--- config.mk ---
export PLATFORM = sky130hd
export DESIGN_NAME = line_trigger_sync_control
export DESIGN_NICKNAME = d
export VERILOG_FILES = /design/src/design/line_trigger_sync_pkg.sv /design/src/design/line_trigger_sync_control.sv
export VERILOG_INCLUDE_DIRS = /design/src /design/src/design
export SDC_FILE = /design/constraint.sdc
export NUM_CORES = 1
export LEC_CHECK = 0
export BUFFER_PORTS_ARGS = -buffer_cell sky130_fd_sc_hd__buf_2
export CORE_UTILIZATION = 49
export CTS_BUF_LIST = sky130_fd_sc_hd__clkbuf_2 sky130_fd_sc_hd__clkbuf_4 sky130_fd_sc_hd__clkbuf_8
export DETAILED_ROUTE_END_ITERATION = 7
export PLACE_DENSITY = 0.71
export RECOVER_POWER = 25
export SYNTH_ARGS = -nofsm -noshare
export SYNTH_HDL_FRONTEND = slang
export SYNTH_SLANG_ARGS = --single-unit
export TNS_END_PERCENT = 5
--- constraint.sdc ---
create_clock -name core_clk -period 13.3 [get_ports core_clk]
set_input_delay 0.665 -clock core_clk [delete_from_list [all_inputs] [get_ports core_clk]]
set_output_delay 0.665 -clock core_clk [all_outputs]
set_load 0.01 [all_outputs]
--- src/design/line_trigger_sync_cfg.svh ---
// Purpose: constants for the line trigger sync control stage
// Assumes: 100 MHz core_clk
// Notes:   bit positions of the sync control register and reset values
`ifndef LINE_TRIGGER_SYNC_CFG_SVH
`define LINE_TRIGGER_SYNC_CFG_SVH
`define TSC_RESET            8'h00
`define TSC_DIAG_LO          0
`define TSC_DIAG_HI          1
`define TSC_SCAN_SRC         2
`define TSC_HYST_LO          3
`define TSC_HYST_HI          4
`define TSC_FOUR_EDGE        5
`define TSC_BIDIR            6
`define TSC_ADV_EN           7
`define HYST_STEP_4          8'h04
`define HYST_STEP_16         8'h10
`define HYST_STEP_64         8'h40
`define DIVIDER_MAX          15'h7FFF
`define DIVIDER_RESET        15'h0001
`define ACK_OK               1'b0
`define ACK_FAIL             1'b1
`define READ_DIGITS          5
`define DIGIT_ZERO           8'h30
`endif

--- src/design/line_trigger_sync_pkg.sv ---
// Purpose: types for the line trigger sync control stage
// Assumes: nothing beyond the cfg header
// Notes:   one-hot state codes are written out
package line_trigger_sync_pkg;
    typedef enum logic [3:0] {
        TM_LINE_BEGIN     = 4'h1,
        TM_EXPOSURE_BEGIN = 4'h2,
        TM_EXT_SCAN_BEGIN = 4'h4,
        TM_OTHER          = 4'h8
    } trig_mode_t;
    typedef enum logic [1:0] {
        RD_IDLE = 2'h1,
        RD_SEND = 2'h2
    } rd_state_t;
endpackage

--- src/design/line_trigger_sync_control.sv ---
// Purpose: encoder conditioning, divider, line counter and diagnostic pixels
// Assumes: inputs synchronous to core_clk; command parser outside
// Notes:   read answer is five ASCII digits, label prepended by the parser
// Function
// set command loads 8-bit value, acks 0/1
// read returns value as five ASCII digits
// diag bits 00 give normal pixels
// diag 01 puts input states in pixel one
// diag 10 puts counter low byte in pixel one
// diag 11 puts states plus 13-bit counter
// bit2 picks scan begin source A or B
// bits 4:3 pick hysteresis 0/4/16/64; code applies it only when bit6 is also set
// bit5 selects A fall or four edges
// bit6 allows reverse direction pulses
// bit7 clear disables advanced functions
// basic mode uses input A only
// pulses pass through programmable divider
// level of B gives direction
// divider accepts 1 to 32767
// scan begin selection applies in mode 5
// line counter 13 bits, wraps
`include "line_trigger_sync_cfg.svh"
module line_trigger_sync_control #(
    parameter int CNT_W = 13,
    parameter int DIV_W = 15
) (
    // clock and reset
    input  wire logic                 core_clk,
    input  wire logic                 rst_n,
    // control register command port
    input  wire logic                 ctrl_wr,
    input  wire logic [9:0]           ctrl_wdata,
    output logic                      ctrl_ack,
    output logic                      ctrl_ack_status,
    input  wire logic                 ctrl_rd,
    output logic                      rd_char_valid,
    output logic [7:0]                rd_char,
    output logic [7:0]                trigger_sync_control,
    // divider command
    input  wire logic                 div_wr,
    input  wire logic [15:0]          div_wdata,
    output logic                      div_ack,
    output logic                      div_ack_status,
    // trigger mode and sync inputs
    input  line_trigger_sync_pkg::trig_mode_t trig_mode,
    input  wire logic                 line_sync_a,
    input  wire logic                 line_sync_b,
    input  wire logic                 frame_sync,
    // triggers out
    output logic                      line_trigger,
    output logic                      scan_begin,
    // pixel path
    input  wire logic                 line_done,
    input  wire logic                 pix_first,
    input  wire logic                 pix_second,
    input  wire logic [15:0]          pix_in,
    output logic [15:0]               pix_out,
    output logic [CNT_W-1:0]          line_count
);
    logic [7:0]       tsc_r;
    logic [DIV_W-1:0] div_r;
    logic             a_d_r, b_d_r;
    logic [7:0]       pos_r;
    logic [DIV_W-1:0] div_cnt_r;
    logic [CNT_W-1:0] cnt_r;
    logic [15:0]      pix_r;
    logic             trig_r, sos_r;
    line_trigger_sync_pkg::rd_state_t rd_state_r;
    logic [16:0]      rd_val_r;
    logic [2:0]       rd_idx_r;
    logic [7:0]       rd_char_r;
    logic             rd_valid_r;

    wire logic adv = tsc_r[`TSC_ADV_EN];
    wire logic fall_a = a_d_r & ~line_sync_a;
    wire logic rise_a = ~a_d_r & line_sync_a;
    wire logic fall_b = b_d_r & ~line_sync_b;
    wire logic rise_b = ~b_d_r & line_sync_b;

    // control register write, out-of-range values refused
    always_ff @(posedge core_clk) begin
        if (!rst_n) begin
            tsc_r           <= `TSC_RESET;
            ctrl_ack        <= 1'b0;
            ctrl_ack_status <= `ACK_OK;
        end else begin
            ctrl_ack <= ctrl_wr;
            if (ctrl_wr) begin
                if (ctrl_wdata <= 10'h0FF) begin
                    tsc_r           <= ctrl_wdata[7:0];
                    ctrl_ack_status <= `ACK_OK;
                end else begin
                    ctrl_ack_status <= `ACK_FAIL;
                end
            end
        end
    end
    assign trigger_sync_control = tsc_r;

    always_ff @(posedge core_clk) begin
        if (!rst_n) begin
            div_r          <= `DIVIDER_RESET;
            div_ack        <= 1'b0;
            div_ack_status <= `ACK_OK;
        end else begin
            div_ack <= div_wr;
            if (div_wr) begin
                if (div_wdata != 16'h0000 && div_wdata <= {1'b0, `DIVIDER_MAX}) begin
                    div_r          <= div_wdata[DIV_W-1:0];
                    div_ack_status <= `ACK_OK;
                end else begin
                    div_ack_status <= `ACK_FAIL;
                end
            end
        end
    end

    // read: five digits, most significant first, one per cycle
    always_ff @(posedge core_clk) begin
        if (!rst_n) begin
            rd_state_r <= line_trigger_sync_pkg::RD_IDLE;
            rd_val_r   <= 17'h00000;
            rd_idx_r   <= 3'h0;
            rd_char_r  <= 8'h00;
            rd_valid_r <= 1'b0;
        end else begin
            rd_valid_r <= 1'b0;
            case (rd_state_r)
                line_trigger_sync_pkg::RD_IDLE: begin
                    if (ctrl_rd) begin
                        rd_val_r   <= {9'h000, tsc_r};
                        rd_idx_r   <= 3'h0;
                        rd_state_r <= line_trigger_sync_pkg::RD_SEND;
                    end
                end
                line_trigger_sync_pkg::RD_SEND: begin
                    rd_char_r  <= `DIGIT_ZERO + 8'(rd_val_r / 17'(10000));
                    rd_valid_r <= 1'b1;
                    rd_val_r   <= 17'((rd_val_r % 17'(10000)) * 17'(10));
                    rd_idx_r   <= rd_idx_r + 3'h1;
                    if (rd_idx_r == 3'(`READ_DIGITS - 1))
                        rd_state_r <= line_trigger_sync_pkg::RD_IDLE;
                end
                default: rd_state_r <= line_trigger_sync_pkg::RD_IDLE;
            endcase
        end
    end
    assign rd_char       = rd_char_r;
    assign rd_char_valid = rd_valid_r;

    // edge qualification and direction
    logic       ev_fwd, ev_rev;
    logic [7:0] hyst;
    always_comb begin
        ev_fwd = 1'b0;
        ev_rev = 1'b0;
        if (!adv) begin
            ev_fwd = fall_a;
        end else if (!tsc_r[`TSC_FOUR_EDGE]) begin
            ev_fwd = fall_a & ~line_sync_b;
            ev_rev = fall_a & line_sync_b;
        end else begin
            // quadrature: B leads A going forward
            ev_fwd = (fall_a & ~line_sync_b) | (rise_a & line_sync_b) |
                     (fall_b & line_sync_a) | (rise_b & ~line_sync_a);
            ev_rev = (fall_a & line_sync_b) | (rise_a & ~line_sync_b) |
                     (fall_b & ~line_sync_a) | (rise_b & line_sync_a);
        end
        if (!tsc_r[`TSC_BIDIR] || !adv)
            ev_rev = 1'b0;
        case (tsc_r[`TSC_HYST_HI:`TSC_HYST_LO])
            2'h1:    hyst = `HYST_STEP_4;
            2'h2:    hyst = `HYST_STEP_16;
            2'h3:    hyst = `HYST_STEP_64;
            default: hyst = 8'h00;
        endcase
        if (!adv)
            hyst = 8'h00;
    end

    // hysteresis, with bit6 set only: after reversal, forward pulses are swallowed until the
    // position climbs back past the reversal point or by the window, whichever comes first
    logic pulse;
    always_ff @(posedge core_clk) begin
        if (!rst_n) begin
            a_d_r <= 1'b1;
            b_d_r <= 1'b1;
            pos_r <= 8'h00;
        end else begin
            a_d_r <= line_sync_a;
            b_d_r <= line_sync_b;
            if (ev_rev && !tsc_r[`TSC_BIDIR])
                pos_r <= pos_r;
            else if (ev_fwd && pos_r != 8'h00)
                pos_r <= pos_r - 8'h01;
            else if (ev_rev && pos_r < hyst)
                pos_r <= pos_r + 8'h01;
        end
    end
    assign pulse = (ev_fwd && pos_r == 8'h00) || (ev_rev && hyst == 8'h00 && tsc_r[`TSC_BIDIR]);

    // divider and line counter
    always_ff @(posedge core_clk) begin
        if (!rst_n) begin
            div_cnt_r <= '0;
            trig_r    <= 1'b0;
            cnt_r     <= '0;
            sos_r     <= 1'b0;
        end else begin
            trig_r <= 1'b0;
            if (pulse) begin
                if (div_cnt_r + DIV_W'(1) >= div_r) begin
                    div_cnt_r <= '0;
                    trig_r    <= 1'b1;
                end else begin
                    div_cnt_r <= div_cnt_r + DIV_W'(1);
                end
            end
            if (line_done)
                cnt_r <= cnt_r + CNT_W'(1);
            sos_r <= (trig_mode == line_trigger_sync_pkg::TM_EXT_SCAN_BEGIN) &&
                     (tsc_r[`TSC_SCAN_SRC] ? fall_b : fall_a);
        end
    end
    assign line_trigger = trig_r;
    assign scan_begin   = sos_r;
    assign line_count   = cnt_r;

    // diagnostic pixel substitution
    always_ff @(posedge core_clk) begin
        if (!rst_n) begin
            pix_r <= 16'h0000;
        end else begin
            pix_r <= pix_in;
            if (pix_first) begin
                case (tsc_r[`TSC_DIAG_HI:`TSC_DIAG_LO])
                    2'h1: pix_r <= {8'h00, frame_sync, line_sync_a, line_sync_b, 5'h00};
                    2'h2: pix_r <= {8'h00, cnt_r[7:0]};
                    2'h3: pix_r <= {8'h00, frame_sync, line_sync_a, line_sync_b, cnt_r[12:8]};
                    default: pix_r <= pix_in;
                endcase
            end else if (pix_second && tsc_r[`TSC_DIAG_HI:`TSC_DIAG_LO] == 2'h3) begin
                pix_r <= {8'h00, cnt_r[7:0]};
            end
        end
    end
    assign pix_out = pix_r;
endmodule

==> impl_metrics.yaml <==
synth:
  synth-adder-area-share: 0.0992
  ys_async_sr_fraction: 0
  syn_avg_cell_area_um2: 8.37
  synthSimpleGateAreaFrac: 0.243
  synth-edff-count: 0
  synthMuxAreaShare: 0.0633
  synthXorXnorAreaFrac: 0.0721
  syn_area_mm2: 0.00739
  synth.distinct_cells: 83
  ys_warn_count: 0
  synth_seq_cells: 111
  synth-compound-area-share: 0.178
  synth_top_family_by_area: "simple AND/OR/NAND/NOR gates"
  synth-seq-area-share: 0.301
  synthFlopType: "dfxtp_1"
  syn_inst: 883
worst_setup_path:
  required_ps: 13630
  crit_family: "compound AO/OA/AOI/OAI gates"
  crit_top_cell: "a21oi_1"
  critical_path.max_stage_delay_ps: 610
  cpMaxStageDelayCell: "or4_4"
  cp-end-kind: "flip-flop"
  cp-start-kind: "flip-flop"
  crit_fanout: 11
  worstPathArrival_ps: 7920
  worst-path-buf-inv: 0
  path_class: "reg2reg"
outcome:
  status: "finished with violations"
  violations: "design-rule violations, max-capacitance violations, max-slew violations"
cts:
  clkSlewWorstSetupHoldPaths_ps: 110
  hold_buffers: 0
  cts_tree: "built"
  clockBufferDepth: 2
  cts-root-buf: "clkbuf_8"
  postCtsSetupBuffers: 0
  cts_sinks: 111
  htreeDepth: 3
  clk_latency_ps: 400
  cts_buffers: 9
  cts-resized-gates: 0
detailed_routing:
  post_drt_wl_per_cell_um: 14.2
  vias: 6413
  drt_wl_total_um: 16200
  drc: 2
  routed_via_density: 5.61
  antenna_left: 0
  drt_iter0_drc: 240
  drtPass1Iterations: 7
timing:
  drv_slew: 92
  finalClockSkew_ps: 8.56
  max_freq_ghz: 0.132
  rsz0062_at_grt: "false"
  setup_tns_ps: 0
  post-route-period-util: 0.571
  fin_crit_ps: 7590
  timing.slew.headroom: -1.22
  final-hold-violation-count: 0
  setup_viol: 0
  tightest_slew_ps: 3340
  worst_slack_ps: 5710
floorplanning:
  start_util: 0.505
  ios: 109
  dieArea_mm2: 0.0156
  die-height_um: 125
  rows: 44
  die_width_um: 125
  core_mm2: 0.0146
placed_design:
  dp_cells: 1127
  gp_congestion: 0.934
  io_buffers: 106
  dp_slack_ps: 5910
  dp_hpwl_um: 11900
worst_hold_path:
  hold_path_class: "in2reg"
power_and_ir_drop:
  ir_worst_vdd_mv: 0.0809
  p_per_area_mw_per_mm2: 82.5
  total_power_uw: 676
  p_leak_nw: 3.57
job:
  drv_cap: 1
final_layout:
  drive_gt1_frac: 0.151
  fillers: 1385
  syn2layout_area_growth_pct: 10.7
  antenna_cells: 0
  nNetsFinal: 1065
  final_common_cell: "dfxtp_1"
  instances_no_fill: 1143
  layout_common_cells: "dfxtp_1, nand2_1, buf_2"
global_routing:
  grt_overflow: 0
  grt_pass1_wl_um: 27800
  track_usage: 0.216
  grt_max_degree: 92
  grt_pass1_vias: 5999
  antenna_found_initial: 0
==> cell families after synthesis <==
| logic type | Yosys count |
|---|---|
| compound gates | 182 |
| buf+inv | 82 |
| flops | 111 |
| other cells | 1 |
| mux | 42 |
| fa+ha+maj | 58 |
| simple gates | 347 |
| xor+xnor | 60 |
==> power breakdown <==
group	switching [mW]	internal, mW	leakage, nW
registers	0.00898	0.343	0.904
logic	0.0496	0.0411	2.55
clock network	0.124	0.109	0.115
total	0.183	0.493	3.57
==> through the flow <==
stage	hold WS (ps)	utilization	instance area, um2
3_3_place_gp	462	0.545	7990
2_1_floorplan	449	-	7400
4_1_cts	391	0.561	8210
3_5_place_dp	472	0.545	7990
5_1_grt	401	0.559	8190
6_report	409	0.559	8190
==> routing by layer <==
metal  global-route usage  vias to the layer above  routed length (um)
li1                     -                     3254                   -
met1                0.288                     2963                7950
met2                0.347                      173                7110
met3               0.0425                       23                 857
met4               0.0760                        0                 265
met5                    0                        -                   0
==> registers in the layout, summed over array words and instances, names as in the netlist, 2 cells and up <==
name                  count
div_cnt_r                15
div_r                    15
line_count               13
pix_out                  16
pos_r                     8
rd_char                   5
rd_idx_r                  3
rd_state_r                2
rd_val_r                 17
trigger_sync_control      8
==> final cells by class <==
| type | count | area [um2] | share of cell area |
|---|---|---|---|
| multi-input cells | 692 | 4860 | 0.594 |
| flip-flops and latches | 111 | 2220 | 0.271 |
| repair buffers | 109 | 526 | 0.0642 |
| well taps | 184 | 230 | 0.0281 |
| clock buffers | 9 | 124 | 0.0151 |
| inverters | 31 | 116 | 0.0142 |
| clock inverters | 7 | 104 | 0.0127 |
==> path summary, 6_finish.rpt <==
path	to	depth (start not counted)	slack, ps	start
max	rd_val_r[16]	27	5710	rd_val_r[7]
max reg2reg	rd_val_r[16]	27	5710	rd_val_r[7]
min	scan_begin	2	410	trig_mode[1]
min reg2reg	rd_char[5]	1	490	rd_char[5]
==> cells in the mapped netlist (14+ instances only) <==
library cell	count	area share
a21o_1	14	0.014
a21oi_1	49	0.033
and2_1	27	0.023
clkbuf_1	41	0.021
dfxtp_1	111	0.30
ha_1	52	0.088
inv_1	31	0.016
mux2i_1	27	0.037
nand2_1	87	0.044
nand2b_1	15	0.013
nand3_1	45	0.030
nor2_1	75	0.038
nor2b_1	27	0.023
o211ai_1	14	0.014
o21ai_0	26	0.018
xnor2_1	41	0.049
xor2_1	18	0.021
Power figures use the tool's default switching activity.
